`src/pkg/pfpm_regs.vh`:
```
/*
 Constants of the pin function and power-down mux: state codes,
 configuration addresses, reset values and pin group widths.
 Assumes it is included by bare name from the design files.
*/
//
// Behaviour
// - Select bit 1 routes multi-function I/O, 0 the standard function.
// - Serial peripheral clock, out, in sit on bits 15..13, reset 0.
// - Card strobes, selects, waits, direction on bits 11..2, reset 1.
// - IR power, carrier detect bits 17,16 reset 1; bus clock 12 is 0.
// - Power-down is the inverse of main-supply-on AND supply present.
// - Per-pin sleep applies when power-down and its enable bit both set; code also needs armed_r, set in running once supply is present.
// - Twelve general I/O: pulled down at reset, inputs running, sleep set.
// - Memory pins follow memory sleep condition; low in all three states; code holds them low only in power-on reset or under memory sleep.
// - Read strobe low at reset and sleep, high when running.
// - System and 6 MHz oscillators run only when running; 32 kHz always.
// - Boot select pulled down at reset and sleep, high running.
// - Codec outputs, fast IR low; codec inputs pulled down off-run.
// - Standby power with system supply off enters power-on reset state.
// - On-button press in power-on reset starts the running state.
// - Sleep keeps this block alive with the system supply removed.
// - Software may change pin states after first power-up.
// - Bus grant tri-states memory data, strobes and memory control pins.
`ifndef PFPM_REGS_VH
`define PFPM_REGS_VH

// ----------------------------------------
// Power states (one-hot)
// ----------------------------------------
`define PFPM_ST_W         3
`define PFPM_ST_POR       3'h1
`define PFPM_ST_RUN       3'h2
`define PFPM_ST_SLEEP     3'h4

// ----------------------------------------
// Configuration write addresses
// ----------------------------------------
`define PFPM_AW           3
`define PFPM_A_MF_SEL     3'h0
`define PFPM_A_MF_SLP_EN  3'h1
`define PFPM_A_MF_SLP_DRV 3'h2
`define PFPM_A_MF_SLP_LVL 3'h3
`define PFPM_A_GIO_SLP_EN 3'h4
`define PFPM_A_GIO_SLP_DRV 3'h5
`define PFPM_A_GIO_SLP_LVL 3'h6

// ----------------------------------------
// Reset values, multi-function bits 17..2 and general I/O sleep enables
// ----------------------------------------
`define PFPM_MF_SEL_RST   16'hC3FF
`define PFPM_MF_SLP_RST   16'h0FFF
`define PFPM_MF_POR_LOW   16'h3000
`define PFPM_GIO_SLP_RST  12'hFFF

// ----------------------------------------
// Pin group widths
// ----------------------------------------
`define PFPM_MEM_DW       32
`define PFPM_MEM_AW       13
`define PFPM_MEM_CW       12
`define PFPM_GIO_W        12

`endif

```
`src/hdl/pfpm_pin_cell.v`:
```
/*
 One multiplexed pin: picks standard or multi-function drive, applies
 power-on reset and sleep states, and returns the synchronised input.
 Assumes the pad resolves out, active-low enable and pull-down.
*/
`timescale 1ns/1ps

module pfpm_pin_cell (
    input  wire clock,
    input  wire resetn,
    input  wire sel,
    input  wire por,
    input  wire por_low,
    input  wire sleep,
    input  wire slp_drive,
    input  wire slp_level,
    input  wire std_out,
    input  wire std_oe_n,
    input  wire mio_out,
    input  wire mio_oe_n,
    input  wire pin_in,
    output reg  pin_out,
    output reg  pin_oe_n,
    output reg  pin_pull_dn,
    output reg  std_in,
    output reg  mio_in
);

    reg pin_s1_r;
    reg pin_s2_r;
    reg out_nxt;
    reg oe_n_nxt;
    reg pull_nxt;

    // ----------------------------------------
    // Pad drive selection
    // ----------------------------------------
    always @* begin
        out_nxt  = 1'b0;
        oe_n_nxt = 1'b1;
        pull_nxt = 1'b0;
        if (por) begin
            oe_n_nxt = ~por_low;
            pull_nxt = ~por_low;
        end else if (sleep) begin
            out_nxt  = slp_level;
            oe_n_nxt = ~slp_drive;
            pull_nxt = ~slp_drive;
        end else if (sel) begin
            out_nxt  = mio_out;
            oe_n_nxt = mio_oe_n;
        end else begin
            out_nxt  = std_out;
            oe_n_nxt = std_oe_n;
        end
    end

    // Registered pad, two-flop input, routed input
    always @(posedge clock or negedge resetn) begin
        if (!resetn) begin
            pin_out     <= 1'b0;
            pin_oe_n    <= 1'b1;
            pin_pull_dn <= 1'b1;
            pin_s1_r    <= 1'b0;
            pin_s2_r    <= 1'b0;
            std_in      <= 1'b0;
            mio_in      <= 1'b0;
        end else begin
            pin_out     <= out_nxt;
            pin_oe_n    <= oe_n_nxt;
            pin_pull_dn <= pull_nxt;
            pin_s1_r    <= pin_in;
            pin_s2_r    <= pin_s1_r;
            std_in      <= pin_s2_r & ~sel & ~sleep & ~por;
            mio_in      <= pin_s2_r & sel & ~sleep & ~por;
        end
    end

endmodule

```
`src/hdl/pfpm_top.v`:
```
/*
 Pin function and power-down mux: power state sequencer, select and
 sleep configuration, multiplexed and dedicated pin gating.
 Assumes pins resolved by the pad ring from out, enable and pull.
*/
`timescale 1ns/1ps
`include "pfpm_regs.vh"

module pfpm_top (
    input  wire                      clock,
    input  wire                      resetn,
    // Power inputs
    input  wire                      power_on_reset_n,
    input  wire                      on_button,
    input  wire                      system_supply_present,
    input  wire                      main_supply_on,
    input  wire                      memory_sleep_condition,
    input  wire                      bus_grant_n,
    // Configuration write port
    input  wire                      cfg_wr_en,
    input  wire [`PFPM_AW-1:0]       cfg_wr_addr,
    input  wire [15:0]               cfg_wr_data,
    // Configuration and state readback
    output wire [17:2]               multi_function_select,
    output wire [17:2]               multi_function_sleep_enable,
    output wire [`PFPM_GIO_W-1:0]    general_io_sleep_enable,
    output wire [`PFPM_ST_W-1:0]     power_state,
    output wire                      power_down,
    // Power outputs
    output reg                       system_power_switch,
    output reg                       sys_osc_enable,
    output reg                       osc_6mhz_enable,
    output reg                       osc_32khz_enable,
    // Multiplexed pins, bits 17..2
    input  wire [17:2]               mf_std_out,
    input  wire [17:2]               mf_std_oe_n,
    input  wire [17:2]               multi_function_io_out,
    input  wire [17:2]               multi_function_io_oe_n,
    input  wire [17:2]               mf_pin_in,
    output wire [17:2]               mf_pin_out,
    output wire [17:2]               mf_pin_oe_n,
    output wire [17:2]               mf_pin_pull_dn,
    output wire [17:2]               mf_std_in,
    output wire [17:2]               multi_function_io_in,
    // General I/O pins
    input  wire [`PFPM_GIO_W-1:0]    gio_out,
    input  wire [`PFPM_GIO_W-1:0]    gio_oe_n,
    input  wire [`PFPM_GIO_W-1:0]    gio_pin_in,
    output wire [`PFPM_GIO_W-1:0]    gio_pin_out,
    output wire [`PFPM_GIO_W-1:0]    gio_pin_oe_n,
    output wire [`PFPM_GIO_W-1:0]    gio_pin_pull_dn,
    output wire [`PFPM_GIO_W-1:0]    gio_in,
    // Memory pins
    input  wire [`PFPM_MEM_DW-1:0]   mem_data_out,
    input  wire                      mem_data_oe_n,
    input  wire [`PFPM_MEM_AW-1:0]   mem_addr_out,
    input  wire [`PFPM_MEM_CW-1:0]   mem_ctrl_out,
    output reg  [`PFPM_MEM_DW-1:0]   mem_data_pin_out,
    output reg                       mem_data_pin_oe_n,
    output reg  [`PFPM_MEM_AW-1:0]   mem_addr_pin_out,
    output reg  [`PFPM_MEM_CW-1:0]   mem_ctrl_pin_out,
    output reg                       mem_ctrl_pin_oe_n,
    // Read strobe and boot select
    input  wire                      read_strobe_n_out,
    input  wire                      boot_chip_select_n_out,
    output reg                       read_strobe_n_pin,
    output reg                       read_strobe_n_pin_oe_n,
    output reg                       boot_chip_select_n,
    output reg                       boot_chip_select_n_oe_n,
    output reg                       boot_chip_select_n_pull_dn,
    // Codec bus and fast IR
    input  wire                      frame_sync_out,
    input  wire                      data_out_out,
    input  wire                      serial_clock_out,
    input  wire                      fast_ir_out,
    output reg                       codec_bus_frame_sync,
    output reg                       codec_bus_data_out,
    output reg                       codec_bus_serial_clock,
    output reg                       fast_ir_transmit,
    input  wire                      codec_bus_data_in,
    input  wire                      codec_bus_irq_in,
    output reg                       codec_data_in_sync,
    output reg                       codec_irq_in_sync,
    output reg                       codec_in_pull_dn
);

    // ----------------------------------------
    // Declarations
    // ----------------------------------------
    reg [`PFPM_ST_W-1:0]  state_r;
    reg [`PFPM_ST_W-1:0]  state_nxt;
    reg                   armed_r;
    reg                   armed_nxt;
    reg [15:0]            mf_sel_r;
    reg [15:0]            mf_slp_en_r;
    reg [15:0]            mf_slp_drv_r;
    reg [15:0]            mf_slp_lvl_r;
    reg [`PFPM_GIO_W-1:0] gio_slp_en_r;
    reg [`PFPM_GIO_W-1:0] gio_slp_drv_r;
    reg [`PFPM_GIO_W-1:0] gio_slp_lvl_r;
    reg [4:0]             sync1_r;
    reg [4:0]             sync2_r;
    reg                   button_prev_r;
    wire                  por_n_s;
    wire                  button_s;
    wire                  supply_s;
    wire                  button_rise;
    wire                  pd;
    wire                  in_por;
    wire                  live_pd;
    wire                  gsleep_nxt;
    wire                  mem_off;
    wire [15:0]           mf_sleep;
    wire [`PFPM_GIO_W-1:0] gio_sleep;
    wire [15:0]           mf_por_low;
    wire [`PFPM_GIO_W-1:0] cfg_gio;

    // ----------------------------------------
    // Input synchronisers
    // ----------------------------------------
    // Two flops on the power-on reset, on-button, supply present and codec inputs
    always @(posedge clock or negedge resetn) begin
        if (!resetn) begin
            sync1_r       <= 5'h00;
            sync2_r       <= 5'h00;
            button_prev_r <= 1'b0;
        end else begin
            sync1_r       <= {codec_bus_irq_in, codec_bus_data_in,
                              system_supply_present, on_button,
                              power_on_reset_n};
            sync2_r       <= sync1_r;
            button_prev_r <= sync2_r[1];
        end
    end

    assign por_n_s     = sync2_r[0];
    assign button_s    = sync2_r[1];
    assign supply_s    = sync2_r[2];
    assign button_rise = button_s & ~button_prev_r;

    // ----------------------------------------
    // Power-down terms
    // ----------------------------------------
    // Power-down when either supply indication is low
    assign pd         = ~(main_supply_on & supply_s);
    assign power_down = pd;
    assign in_por     = state_r == `PFPM_ST_POR;
    assign live_pd    = pd & armed_r;
    // Fixed pins follow the next phase, in step with power_state
    assign gsleep_nxt = state_nxt != `PFPM_ST_RUN;
    assign mf_sleep   = {16{live_pd}} & mf_slp_en_r;
    assign gio_sleep  = {`PFPM_GIO_W{live_pd}} & gio_slp_en_r;
    assign mf_por_low = `PFPM_MF_POR_LOW;
    assign mem_off    = memory_sleep_condition |
                        (state_nxt == `PFPM_ST_POR);

    // ----------------------------------------
    // Power state sequencer
    // ----------------------------------------
    // Reset, running and sleep phases
    always @* begin
        state_nxt = state_r;
        armed_nxt = armed_r;
        case (state_r)
            `PFPM_ST_POR: begin
                armed_nxt = 1'b0;
                if (button_rise) begin
                    state_nxt = `PFPM_ST_RUN;
                end
            end
            `PFPM_ST_RUN: begin
                if (!armed_r && supply_s) begin
                    armed_nxt = 1'b1;
                end
                if (armed_r && pd) begin
                    state_nxt = `PFPM_ST_SLEEP;
                end
            end
            `PFPM_ST_SLEEP: begin
                // Block stays clocked while the system is unpowered
                if (button_rise) begin
                    state_nxt = `PFPM_ST_RUN;
                    armed_nxt = 1'b0;
                end else if (!pd) begin
                    state_nxt = `PFPM_ST_RUN;
                end
            end
            default: begin
                state_nxt = `PFPM_ST_POR;
                armed_nxt = 1'b0;
            end
        endcase
        if (!por_n_s) begin
            state_nxt = `PFPM_ST_POR;
            armed_nxt = 1'b0;
        end
    end

    always @(posedge clock or negedge resetn) begin
        if (!resetn) begin
            state_r <= `PFPM_ST_POR;
            armed_r <= 1'b0;
        end else begin
            state_r <= state_nxt;
            armed_r <= armed_nxt;
        end
    end

    assign power_state = state_r;

    // ----------------------------------------
    // Configuration registers
    // ----------------------------------------
    // Software writes after power-up
    always @(posedge clock or negedge resetn) begin
        if (!resetn) begin
            mf_sel_r      <= `PFPM_MF_SEL_RST;
            mf_slp_en_r   <= `PFPM_MF_SLP_RST;
            mf_slp_drv_r  <= 16'h0000;
            mf_slp_lvl_r  <= 16'h0000;
            gio_slp_en_r  <= `PFPM_GIO_SLP_RST;
            gio_slp_drv_r <= 12'h000;
            gio_slp_lvl_r <= 12'h000;
        end else if (cfg_wr_en) begin
            case (cfg_wr_addr)
                `PFPM_A_MF_SEL:      mf_sel_r      <= cfg_wr_data;
                `PFPM_A_MF_SLP_EN:   mf_slp_en_r   <= cfg_wr_data;
                `PFPM_A_MF_SLP_DRV:  mf_slp_drv_r  <= cfg_wr_data;
                `PFPM_A_MF_SLP_LVL:  mf_slp_lvl_r  <= cfg_wr_data;
                `PFPM_A_GIO_SLP_EN:  gio_slp_en_r  <= cfg_gio;
                `PFPM_A_GIO_SLP_DRV: gio_slp_drv_r <= cfg_gio;
                `PFPM_A_GIO_SLP_LVL: gio_slp_lvl_r <= cfg_gio;
                default:             mf_sel_r      <= mf_sel_r;
            endcase
        end
    end

    assign cfg_gio                     = cfg_wr_data[`PFPM_GIO_W-1:0];
    assign multi_function_select       = mf_sel_r;
    assign multi_function_sleep_enable = mf_slp_en_r;
    assign general_io_sleep_enable     = gio_slp_en_r;

    // ----------------------------------------
    // Multiplexed and general I/O pins
    // ----------------------------------------
    genvar gi;
    generate
        // Multi-function bits 17..2
        for (gi = 0; gi < 16; gi = gi + 1) begin : g_mf
            pfpm_pin_cell u_cell (
                .clock       (clock),
                .resetn      (resetn),
                .sel         (mf_sel_r[gi]),
                .por         (in_por),
                .por_low     (mf_por_low[gi]),
                .sleep       (mf_sleep[gi]),
                .slp_drive   (mf_slp_drv_r[gi]),
                .slp_level   (mf_slp_lvl_r[gi]),
                .std_out     (mf_std_out[gi+2]),
                .std_oe_n    (mf_std_oe_n[gi+2]),
                .mio_out     (multi_function_io_out[gi+2]),
                .mio_oe_n    (multi_function_io_oe_n[gi+2]),
                .pin_in      (mf_pin_in[gi+2]),
                .pin_out     (mf_pin_out[gi+2]),
                .pin_oe_n    (mf_pin_oe_n[gi+2]),
                .pin_pull_dn (mf_pin_pull_dn[gi+2]),
                .std_in      (mf_std_in[gi+2]),
                .mio_in      (multi_function_io_in[gi+2])
            );
        end
        // Dedicated general I/O, no multi-function path
        for (gi = 0; gi < `PFPM_GIO_W; gi = gi + 1) begin : g_gio
            pfpm_pin_cell u_cell (
                .clock       (clock),
                .resetn      (resetn),
                .sel         (1'b0),
                .por         (in_por),
                .por_low     (1'b0),
                .sleep       (gio_sleep[gi]),
                .slp_drive   (gio_slp_drv_r[gi]),
                .slp_level   (gio_slp_lvl_r[gi]),
                .std_out     (gio_out[gi]),
                .std_oe_n    (gio_oe_n[gi]),
                .mio_out     (1'b0),
                .mio_oe_n    (1'b1),
                .pin_in      (gio_pin_in[gi]),
                .pin_out     (gio_pin_out[gi]),
                .pin_oe_n    (gio_pin_oe_n[gi]),
                .pin_pull_dn (gio_pin_pull_dn[gi]),
                .std_in      (gio_in[gi]),
                .mio_in      ()
            );
        end
    endgenerate

    // ----------------------------------------
    // Memory pins
    // ----------------------------------------
    // Low when memory sleeps; released on bus grant
    always @(posedge clock or negedge resetn) begin
        if (!resetn) begin
            mem_data_pin_out  <= 32'h00000000;
            mem_data_pin_oe_n <= 1'b0;
            mem_addr_pin_out  <= 13'h0000;
            mem_ctrl_pin_out  <= 12'h000;
            mem_ctrl_pin_oe_n <= 1'b0;
        end else begin
            if (mem_off) begin
                mem_data_pin_out <= 32'h00000000;
                mem_addr_pin_out <= 13'h0000;
                mem_ctrl_pin_out <= 12'h000;
            end else begin
                mem_data_pin_out <= mem_data_out;
                mem_addr_pin_out <= mem_addr_out;
                mem_ctrl_pin_out <= mem_ctrl_out;
            end
            mem_data_pin_oe_n <= ~bus_grant_n |
                                 (~mem_off & mem_data_oe_n);
            mem_ctrl_pin_oe_n <= ~bus_grant_n;
        end
    end

    // ----------------------------------------
    // Fixed pins and power outputs
    // ----------------------------------------
    // Each follows the phase of the next state, except the 32 kHz enable and the read strobe enable
    always @(posedge clock or negedge resetn) begin
        if (!resetn) begin
            system_power_switch        <= 1'b0;
            sys_osc_enable             <= 1'b0;
            osc_6mhz_enable            <= 1'b0;
            osc_32khz_enable           <= 1'b1;
            read_strobe_n_pin          <= 1'b0;
            read_strobe_n_pin_oe_n     <= 1'b0;
            boot_chip_select_n         <= 1'b0;
            boot_chip_select_n_oe_n    <= 1'b1;
            boot_chip_select_n_pull_dn <= 1'b1;
            codec_bus_frame_sync       <= 1'b0;
            codec_bus_data_out         <= 1'b0;
            codec_bus_serial_clock     <= 1'b0;
            fast_ir_transmit           <= 1'b0;
            codec_data_in_sync         <= 1'b0;
            codec_irq_in_sync          <= 1'b0;
            codec_in_pull_dn           <= 1'b1;
        end else begin
            system_power_switch <= state_nxt == `PFPM_ST_RUN;
            sys_osc_enable      <= ~gsleep_nxt;
            osc_6mhz_enable     <= ~gsleep_nxt;
            osc_32khz_enable    <= 1'b1;
            read_strobe_n_pin   <= ~gsleep_nxt & read_strobe_n_out;
            read_strobe_n_pin_oe_n <= ~bus_grant_n;
            // Boot select floats onto its pull-down when off
            boot_chip_select_n  <= ~gsleep_nxt &
                                   boot_chip_select_n_out;
            boot_chip_select_n_oe_n    <= gsleep_nxt | ~bus_grant_n;
            boot_chip_select_n_pull_dn <= gsleep_nxt;
            codec_bus_frame_sync   <= ~gsleep_nxt & frame_sync_out;
            codec_bus_data_out     <= ~gsleep_nxt & data_out_out;
            codec_bus_serial_clock <= ~gsleep_nxt & serial_clock_out;
            fast_ir_transmit       <= ~gsleep_nxt & fast_ir_out;
            codec_data_in_sync     <= ~gsleep_nxt & sync2_r[3];
            codec_irq_in_sync      <= ~gsleep_nxt & sync2_r[4];
            codec_in_pull_dn       <= gsleep_nxt;
        end
    end

endmodule

```
`config.mk`:
```
export PLATFORM = sky130hd
export DESIGN_NAME = pfpm_top
export DESIGN_NICKNAME = d
export VERILOG_FILES = /design/src/hdl/pfpm_pin_cell.v /design/src/hdl/pfpm_top.v
export VERILOG_INCLUDE_DIRS = /design/src /design/src/pkg
export SDC_FILE = /design/constraint.sdc
export NUM_CORES = 1
export LEC_CHECK = 0
export ABC_AREA = 1
export BUFFER_PORTS_ARGS = -buffer_cell sky130_fd_sc_hd__clkbuf_2
export CELL_PAD_IN_SITES_DETAIL_PLACEMENT = 0
export CELL_PAD_IN_SITES_GLOBAL_PLACEMENT = 1
export CORE_UTILIZATION = 41
export DETAILED_ROUTE_END_ITERATION = 12
export PLACE_DENSITY = 0.89
export SYNTH_ARGS = -nofsm -noshare
export SYNTH_HDL_FRONTEND = slang
export SYNTH_HIERARCHICAL = 1
export SYNTH_SLANG_ARGS = --single-unit
```
`constraint.sdc`:
```
create_clock -name clock -period 6.81 [get_ports clock]
set_input_delay 1.0215 -clock clock [delete_from_list [all_inputs] [get_ports clock]]
set_output_delay 1.0215 -clock clock [all_outputs]
set_load 0.05 [all_outputs]
```
==> results of run 1 <==
## worst paths after layout
| path | startpoint | endpoint | slack (ns) | cells after the start |
|---|---|---|---|---|
| setup / recovery | main_supply_on | power_down | 4.25 | 3 |
| hold / removal | g_gio[7].u_cell/pin_s1_r | g_gio[7].u_cell/pin_s2_r | 0.33 | 0 |
| setup reg to reg | power_state[0] | g_gio[2].u_cell/pin_oe_n | 4.59 | 8 |
| hold reg to reg | g_gio[7].u_cell/pin_s1_r | g_gio[7].u_cell/pin_s2_r | 0.33 | 0 |
| max in group asynchronous | resetn | mem_ctrl_pin_out[9] | 4.80 | 2 |
| min in group asynchronous | resetn | g_mf[4].u_cell/mio_in | 0.51 | 1 |
## critical path: stages
cell,delay (ns)
clkbuf_2,0.09
nand2_1,0.10
clkbuf_2,0.33
## area by class of cell
cell class | instances | area [um2] | area share [%]
multi-input cells | 842 | 3940 | 20.7
repair buffers | 464 | 2360 | 12.4
inverters | 376 | 1410 | 7.41
flip-flops and latches | 369 | 9350 | 49.0
clock inverters | 18 | 251 | 1.32
clock buffers | 58 | 1180 | 6.20
diodes | 3 | 7.51 | 0.0394
well taps | 455 | 569 | 2.98
## metrics by stage
| stage | instances | power [mW] | setup WS (ns) | util [%] | hold slack (ns) |
|---|---|---|---|---|---|
| 2_1_floorplan | 1620 | 3.48 | 3.86 | - | 0.331 |
| 3_3_place_gp | 2506 | 3.82 | 4.15 | 50.9 | 0.333 |
| 3_5_place_dp | 2506 | 3.85 | 4.15 | 50.9 | 0.336 |
| 4_1_cts | 2582 | 6.20 | 4.23 | 55.1 | 0.344 |
| 5_1_grt | 2585 | 6.41 | 4.20 | 55.1 | 0.354 |
| 6_report | 2585 | 6.12 | 4.25 | 55.1 | 0.333 |
## layer usage
metal	track usage, %	wire length (um)	share of wire, %
met1	23.0	13900	38
met3	5.22	2620	7.2
met2	36.7	18900	52
met5	0	13	0.036
met4	8.47	1020	2.8
## power groups by stage
stage	combinational, mW	clock, mW	sequential (mW)
finish	1.19	2.32	2.61
global route	1.30	2.47	2.63
CTS	1.21	2.38	2.61
detailed placement	1.20	0	2.64
global placement	1.18	0	2.64
floorplan	0.359	0	3.13
==> impl_metrics.py, run 1 <==
metrics = {
    "run_status": {
        "status": "completed",
    },
    "die": {
        "std_cell_rows": 68,
        "io_pins": 461,
        "start_util_pct": 41.8,
        "die_h_um": 190,
        "die_w_um": 190,
        "dieArea_um2": 36100,
        "core_area_um2": 34600,
    },
    "route": {
        "drt_iter0_drc": 440,
        "antenna_left": 0,
        "dr.pass1.iters": 5,
        "vias": 11100,
        "drcViolationCount": 0,
        "wl_um": 36500,
        "avgViaCountPerCell": 4.30,
        "wire_per_inst_um": 14.1,
    },
    "critical_path": {
        "required_ns": 5.79,
        "criticalPathCategory": "in2out",
        "end_kind": "output pin",
        "critPathArrivalTime_ns": 1.54,
        "crit_path_start_kind": "primary input",
        "cp_max_fo": 3,
    },
    "cells_and_area": {
        "final_cell_area_um2": 19100,
        "largest-register": "mem_data_pin_out",
        "num-nets-final": 2304,
        "final_common_cell": "clkbuf_2",
        "largest_register_ffs": 32,
        "n_fill_cell": 3120,
        "mostFrequentLayoutCells": "clkbuf_2, inv_1, nand2_1",
        "syn_to_final_growth_pct": 31.6,
        "drive_gt1_share_pct": 36.6,
    },
    "power": {
        "p_comb_share_pct": 19.5,
        "swShare_pct": 31.5,
        "p_switching_mw": 1.93,
        "pwr_density_cell_nw_per_um2": 321,
        "ir_worst_vdd_mv": 0.201,
        "p_clk_share_pct": 37.9,
        "internal-power_mw": 4.19,
        "seqPwrFrac_pct": 42.6,
        "power.leakage_nw": 10.8,
    },
    "timing": {
        "finalSetupViolCount": 0,
        "tightest_slew_ns": 1.12,
        "max_freq_mhz": 390,
        "finalCriticalPeriod_ns": 2.56,
        "slew_violations": 0,
        "rsz0062_at_grt": "false",
        "period_share_pct": 37.7,
        "max_slew_margin_pct": 25.2,
        "finalHoldViolCount": 0,
        "setup_tns_ns": 0,
        "clock_skew_ns": 0.0195,
    },
    "clocking": {
        "numCtsBuffers": 41,
        "clock_sinks": 369,
        "htree_levels": 2,
        "clockRootBuffer": "clkbuf_16",
        "ctsResizeCount": 0,
        "clk_pin_slew_worst_paths_ns": 0.06,
        "cts_tree": "built",
        "clockBufferDepth": 3,
        "cts_setup_buffers": 0,
        "clkLatencyLatePin_ns": 0.55,
        "ctsHoldBuffers": 0,
    },
    "global_routing": {
        "antenna_found_initial": 5,
        "grt_util_all_layers_pct": 20.5,
        "grt_pass1_vias": 11100,
        "grt_pass1_wl_um": 56500,
        "grt_max_degree": 176,
        "overflow": 0,
    },
    "synth": {
        "syn_area_um2": 14500,
        "ys_warn_count": 6,
        "avgSynthCellArea_um2": 9.53,
        "netlist_instances": 1521,
    },
    "placed_design": {
        "gp_congestion": 0.799,
        "place_hpwl_um": 26800,
        "portBuffers": 459,
        "placed_area_um2": 17600,
    },
    "job": {
        "cap_violations": 0,
    },
    "worst_hold_path": {
        "hold_path_class": "reg2reg",
    },
}
No activity file was read; power rests on OpenSTA's default activity.
==> run 2, diff against run 1 <==
--- a/config.mk
+++ b/config.mk
@@ -10,9 +10,9 @@
 export BUFFER_PORTS_ARGS = -buffer_cell sky130_fd_sc_hd__clkbuf_2
 export CELL_PAD_IN_SITES_DETAIL_PLACEMENT = 0
 export CELL_PAD_IN_SITES_GLOBAL_PLACEMENT = 1
-export CORE_UTILIZATION = 41
+export CORE_UTILIZATION = 35
 export DETAILED_ROUTE_END_ITERATION = 12
-export PLACE_DENSITY = 0.89
+export PLACE_DENSITY = 0.81
 export SYNTH_ARGS = -nofsm -noshare
 export SYNTH_HDL_FRONTEND = slang
 export SYNTH_HIERARCHICAL = 1
==> constraint.sdc (replaced) <==
create_clock -name clock -period 2.2 [get_ports clock]
set_input_delay 0.33 -clock clock [delete_from_list [all_inputs] [get_ports clock]]
set_output_delay 0.33 -clock clock [all_outputs]
set_load 0.05 [all_outputs]
==> run 2 against run 1 <==
  * Critical path depth is 2 lower
  * Clock-buffer cell count is 2 higher
  * Sequential share of layout area is 3.1 points lower
  * Global-route usage is 0.99 points lower
  * Clock skew is 0.0074 ns lower
  * Critical path type is now reg2out
  * Via count is 4.9% higher
  * Highest routed layer is now met4
  * Largest power group unchanged
  * Register-to-register slack worse by 4.2 ns
==> impl_metrics.py, run 2 (synthesis gave the netlist of run 1 again) <==
metrics = {
    "clocking": {
        "ctsHoldBuffers": 99,
        "clock_sinks": 369,
        "ctsResizeCount": 0,
        "cts_tree": "built",
        "numCtsBuffers": 41,
        "clockRootBuffer": "clkbuf_16",
        "clockBufferDepth": 3,
        "htree_levels": 2,
        "clkLatencyLatePin_ns": 0.55,
        "cts_setup_buffers": 0,
        "clk_pin_slew_worst_paths_ns": 0.06,
    },
    "die": {
        "core_area_um2": 40800,
        "io_pins": 461,
        "std_cell_rows": 74,
        "start_util_pct": 35.5,
        "dieArea_um2": 42200,
        "die_w_um": 205,
        "die_h_um": 205,
    },
    "timing": {
        "finalCriticalPeriod_ns": 1.81,
        "tightest_slew_ns": 0.804,
        "fin_ws_ns": 0.389,
        "rsz0062_at_grt": "false",
        "max_freq_mhz": 552,
        "finalHoldViolCount": 0,
        "holdWs_ns": 0.0468,
        "max_slew_margin_pct": 46.3,
        "period_share_pct": 82.3,
        "finalSetupViolCount": 0,
        "clock_skew_ns": 0.0120,
        "slew_violations": 0,
    },
    "critical_path": {
        "slowest_delay_ns": 0.60,
        "cp_top_family": "flip-flops",
        "critPathSlowestCell": "dfstp_2",
        "critPathArrivalTime_ns": 1.48,
        "required_ns": 1.87,
        "path_cells": "clkbuf_2",
        "crit_path_start_kind": "flip-flop",
        "path_buf_inv": 1,
        "criticalPathCategory": "reg2out",
        "end_kind": "output pin",
        "cp_max_fo": 6,
    },
    "global_routing": {
        "grt_pass1_wl_um": 62600,
        "grt_util_all_layers_pct": 19.5,
        "antenna_found_initial": 4,
        "grt_max_degree": 64,
        "grt_pass1_vias": 11700,
        "overflow": 0,
    },
    "cells_and_area": {
        "num-nets-final": 2423,
        "largest-register": "mem_data_pin_out",
        "fin_util_pct": 49.8,
        "syn_to_final_growth_pct": 40.4,
        "drive_gt1_share_pct": 35.7,
        "largest_register_ffs": 32,
        "final_common_cell": "clkbuf_2",
        "mostFrequentLayoutCells": "clkbuf_2, inv_1, nand2_1",
        "fin_cells": 2780,
    },
    "power": {
        "pwr_density_cell_nw_per_um2": 920,
        "ir_worst_vdd_mv": 0.705,
        "power.leakage_nw": 11.3,
    },
    "placed_design": {
        "portBuffers": 459,
        "place_hpwl_um": 29600,
        "dp_slack_ns": 0.434,
        "dp_cells": 2603,
        "gp_congestion": 0.821,
    },
    "route": {
        "antenna_left": 0,
        "dr.pass1.iters": 7,
        "vias": 11700,
        "wl_um": 40600,
        "avgViaCountPerCell": 4.20,
        "drcViolationCount": 0,
        "wire_per_inst_um": 14.6,
        "drt_iter0_drc": 570,
    },
    "job": {
        "cap_violations": 0,
    },
    "worst_hold_path": {
        "hold_path_class": "in2reg",
    },
    "run_status": {
        "status": "completed",
    },
}
-- run 2: cell types whose count changed in the layout (fill, tap and decap cells not counted), sizes merged --
cell	previous run	this run
dlygate4sd3	0	99
buf	6	26
bufinv	6	2
clkbuf	516	518
inv	376	377
-- run 2: per-stage QoR --
stage	TNS, ns	total power, mW	cell area, um2
floorplan	-23.67	10.8	14900
global placement	0	11.9	18000
detailed placement	0	12.0	18000
CTS	0	19.0	20300
global route	0	19.7	20300
finish	0	18.7	20300
-- run 2: layout make-up --
| class | instances | area [um2] |
|---|---|---|
| repair buffers | 583 | 3570 |
| clock buffers | 60 | 1190 |
| clock inverters | 15 | 138 |
| inverters | 376 | 1420 |
| fillers | 3743 | 20500 |
| multi-input cells | 842 | 4010 |
| diodes | 3 | 7.51 |
| well taps | 532 | 666 |
| flip-flops and latches | 369 | 9360 |
-- run 2: final timing paths --
| path | end | slack (ns) | depth (start not counted) | startpoint |
|---|---|---|---|---|
| setup / recovery | multi_function_select[11] | 0.39 | 1 | multi_function_select[11] |
| hold / removal | g_mf[0].u_cell/pin_out | 0.05 | 3 | multi_function_io_out[2] |
| setup reg to reg | mem_ctrl_pin_out[9] | 0.41 | 6 | power_state[2] |
| hold reg to reg | g_gio[4].u_cell/pin_s2_r | 0.35 | 0 | g_gio[4].u_cell/pin_s1_r |
| max in group asynchronous | g_gio[8].u_cell/pin_oe_n | 1.08 | 3 | resetn |
| min in group asynchronous | mf_slp_lvl_r[0] | 0.34 | 2 | resetn |
-- run 2: layer usage --
layer	GRT usage [%]	vias to the layer above	part of all wire (%)
met5	0	-	0
met2	33.4	358	50
met1	23.2	5467	41
met4	6.90	0	2.5
li1	-	5778	-
met3	5.50	64	7.3
-- run 2: power breakdown --
| group | total [mW] | leakage [nW] | switching [mW] | internal, mW |
|---|---|---|---|---|
| clock | 6.73 | 0.655 | 2.74 | 3.99 |
| sequential | 8.08 | 4.53 | 0.417 | 7.66 |
| combinational | 3.91 | 6.11 | 2.90 | 1.01 |
| total | 18.7 | 11.3 | 6.06 | 12.7 |
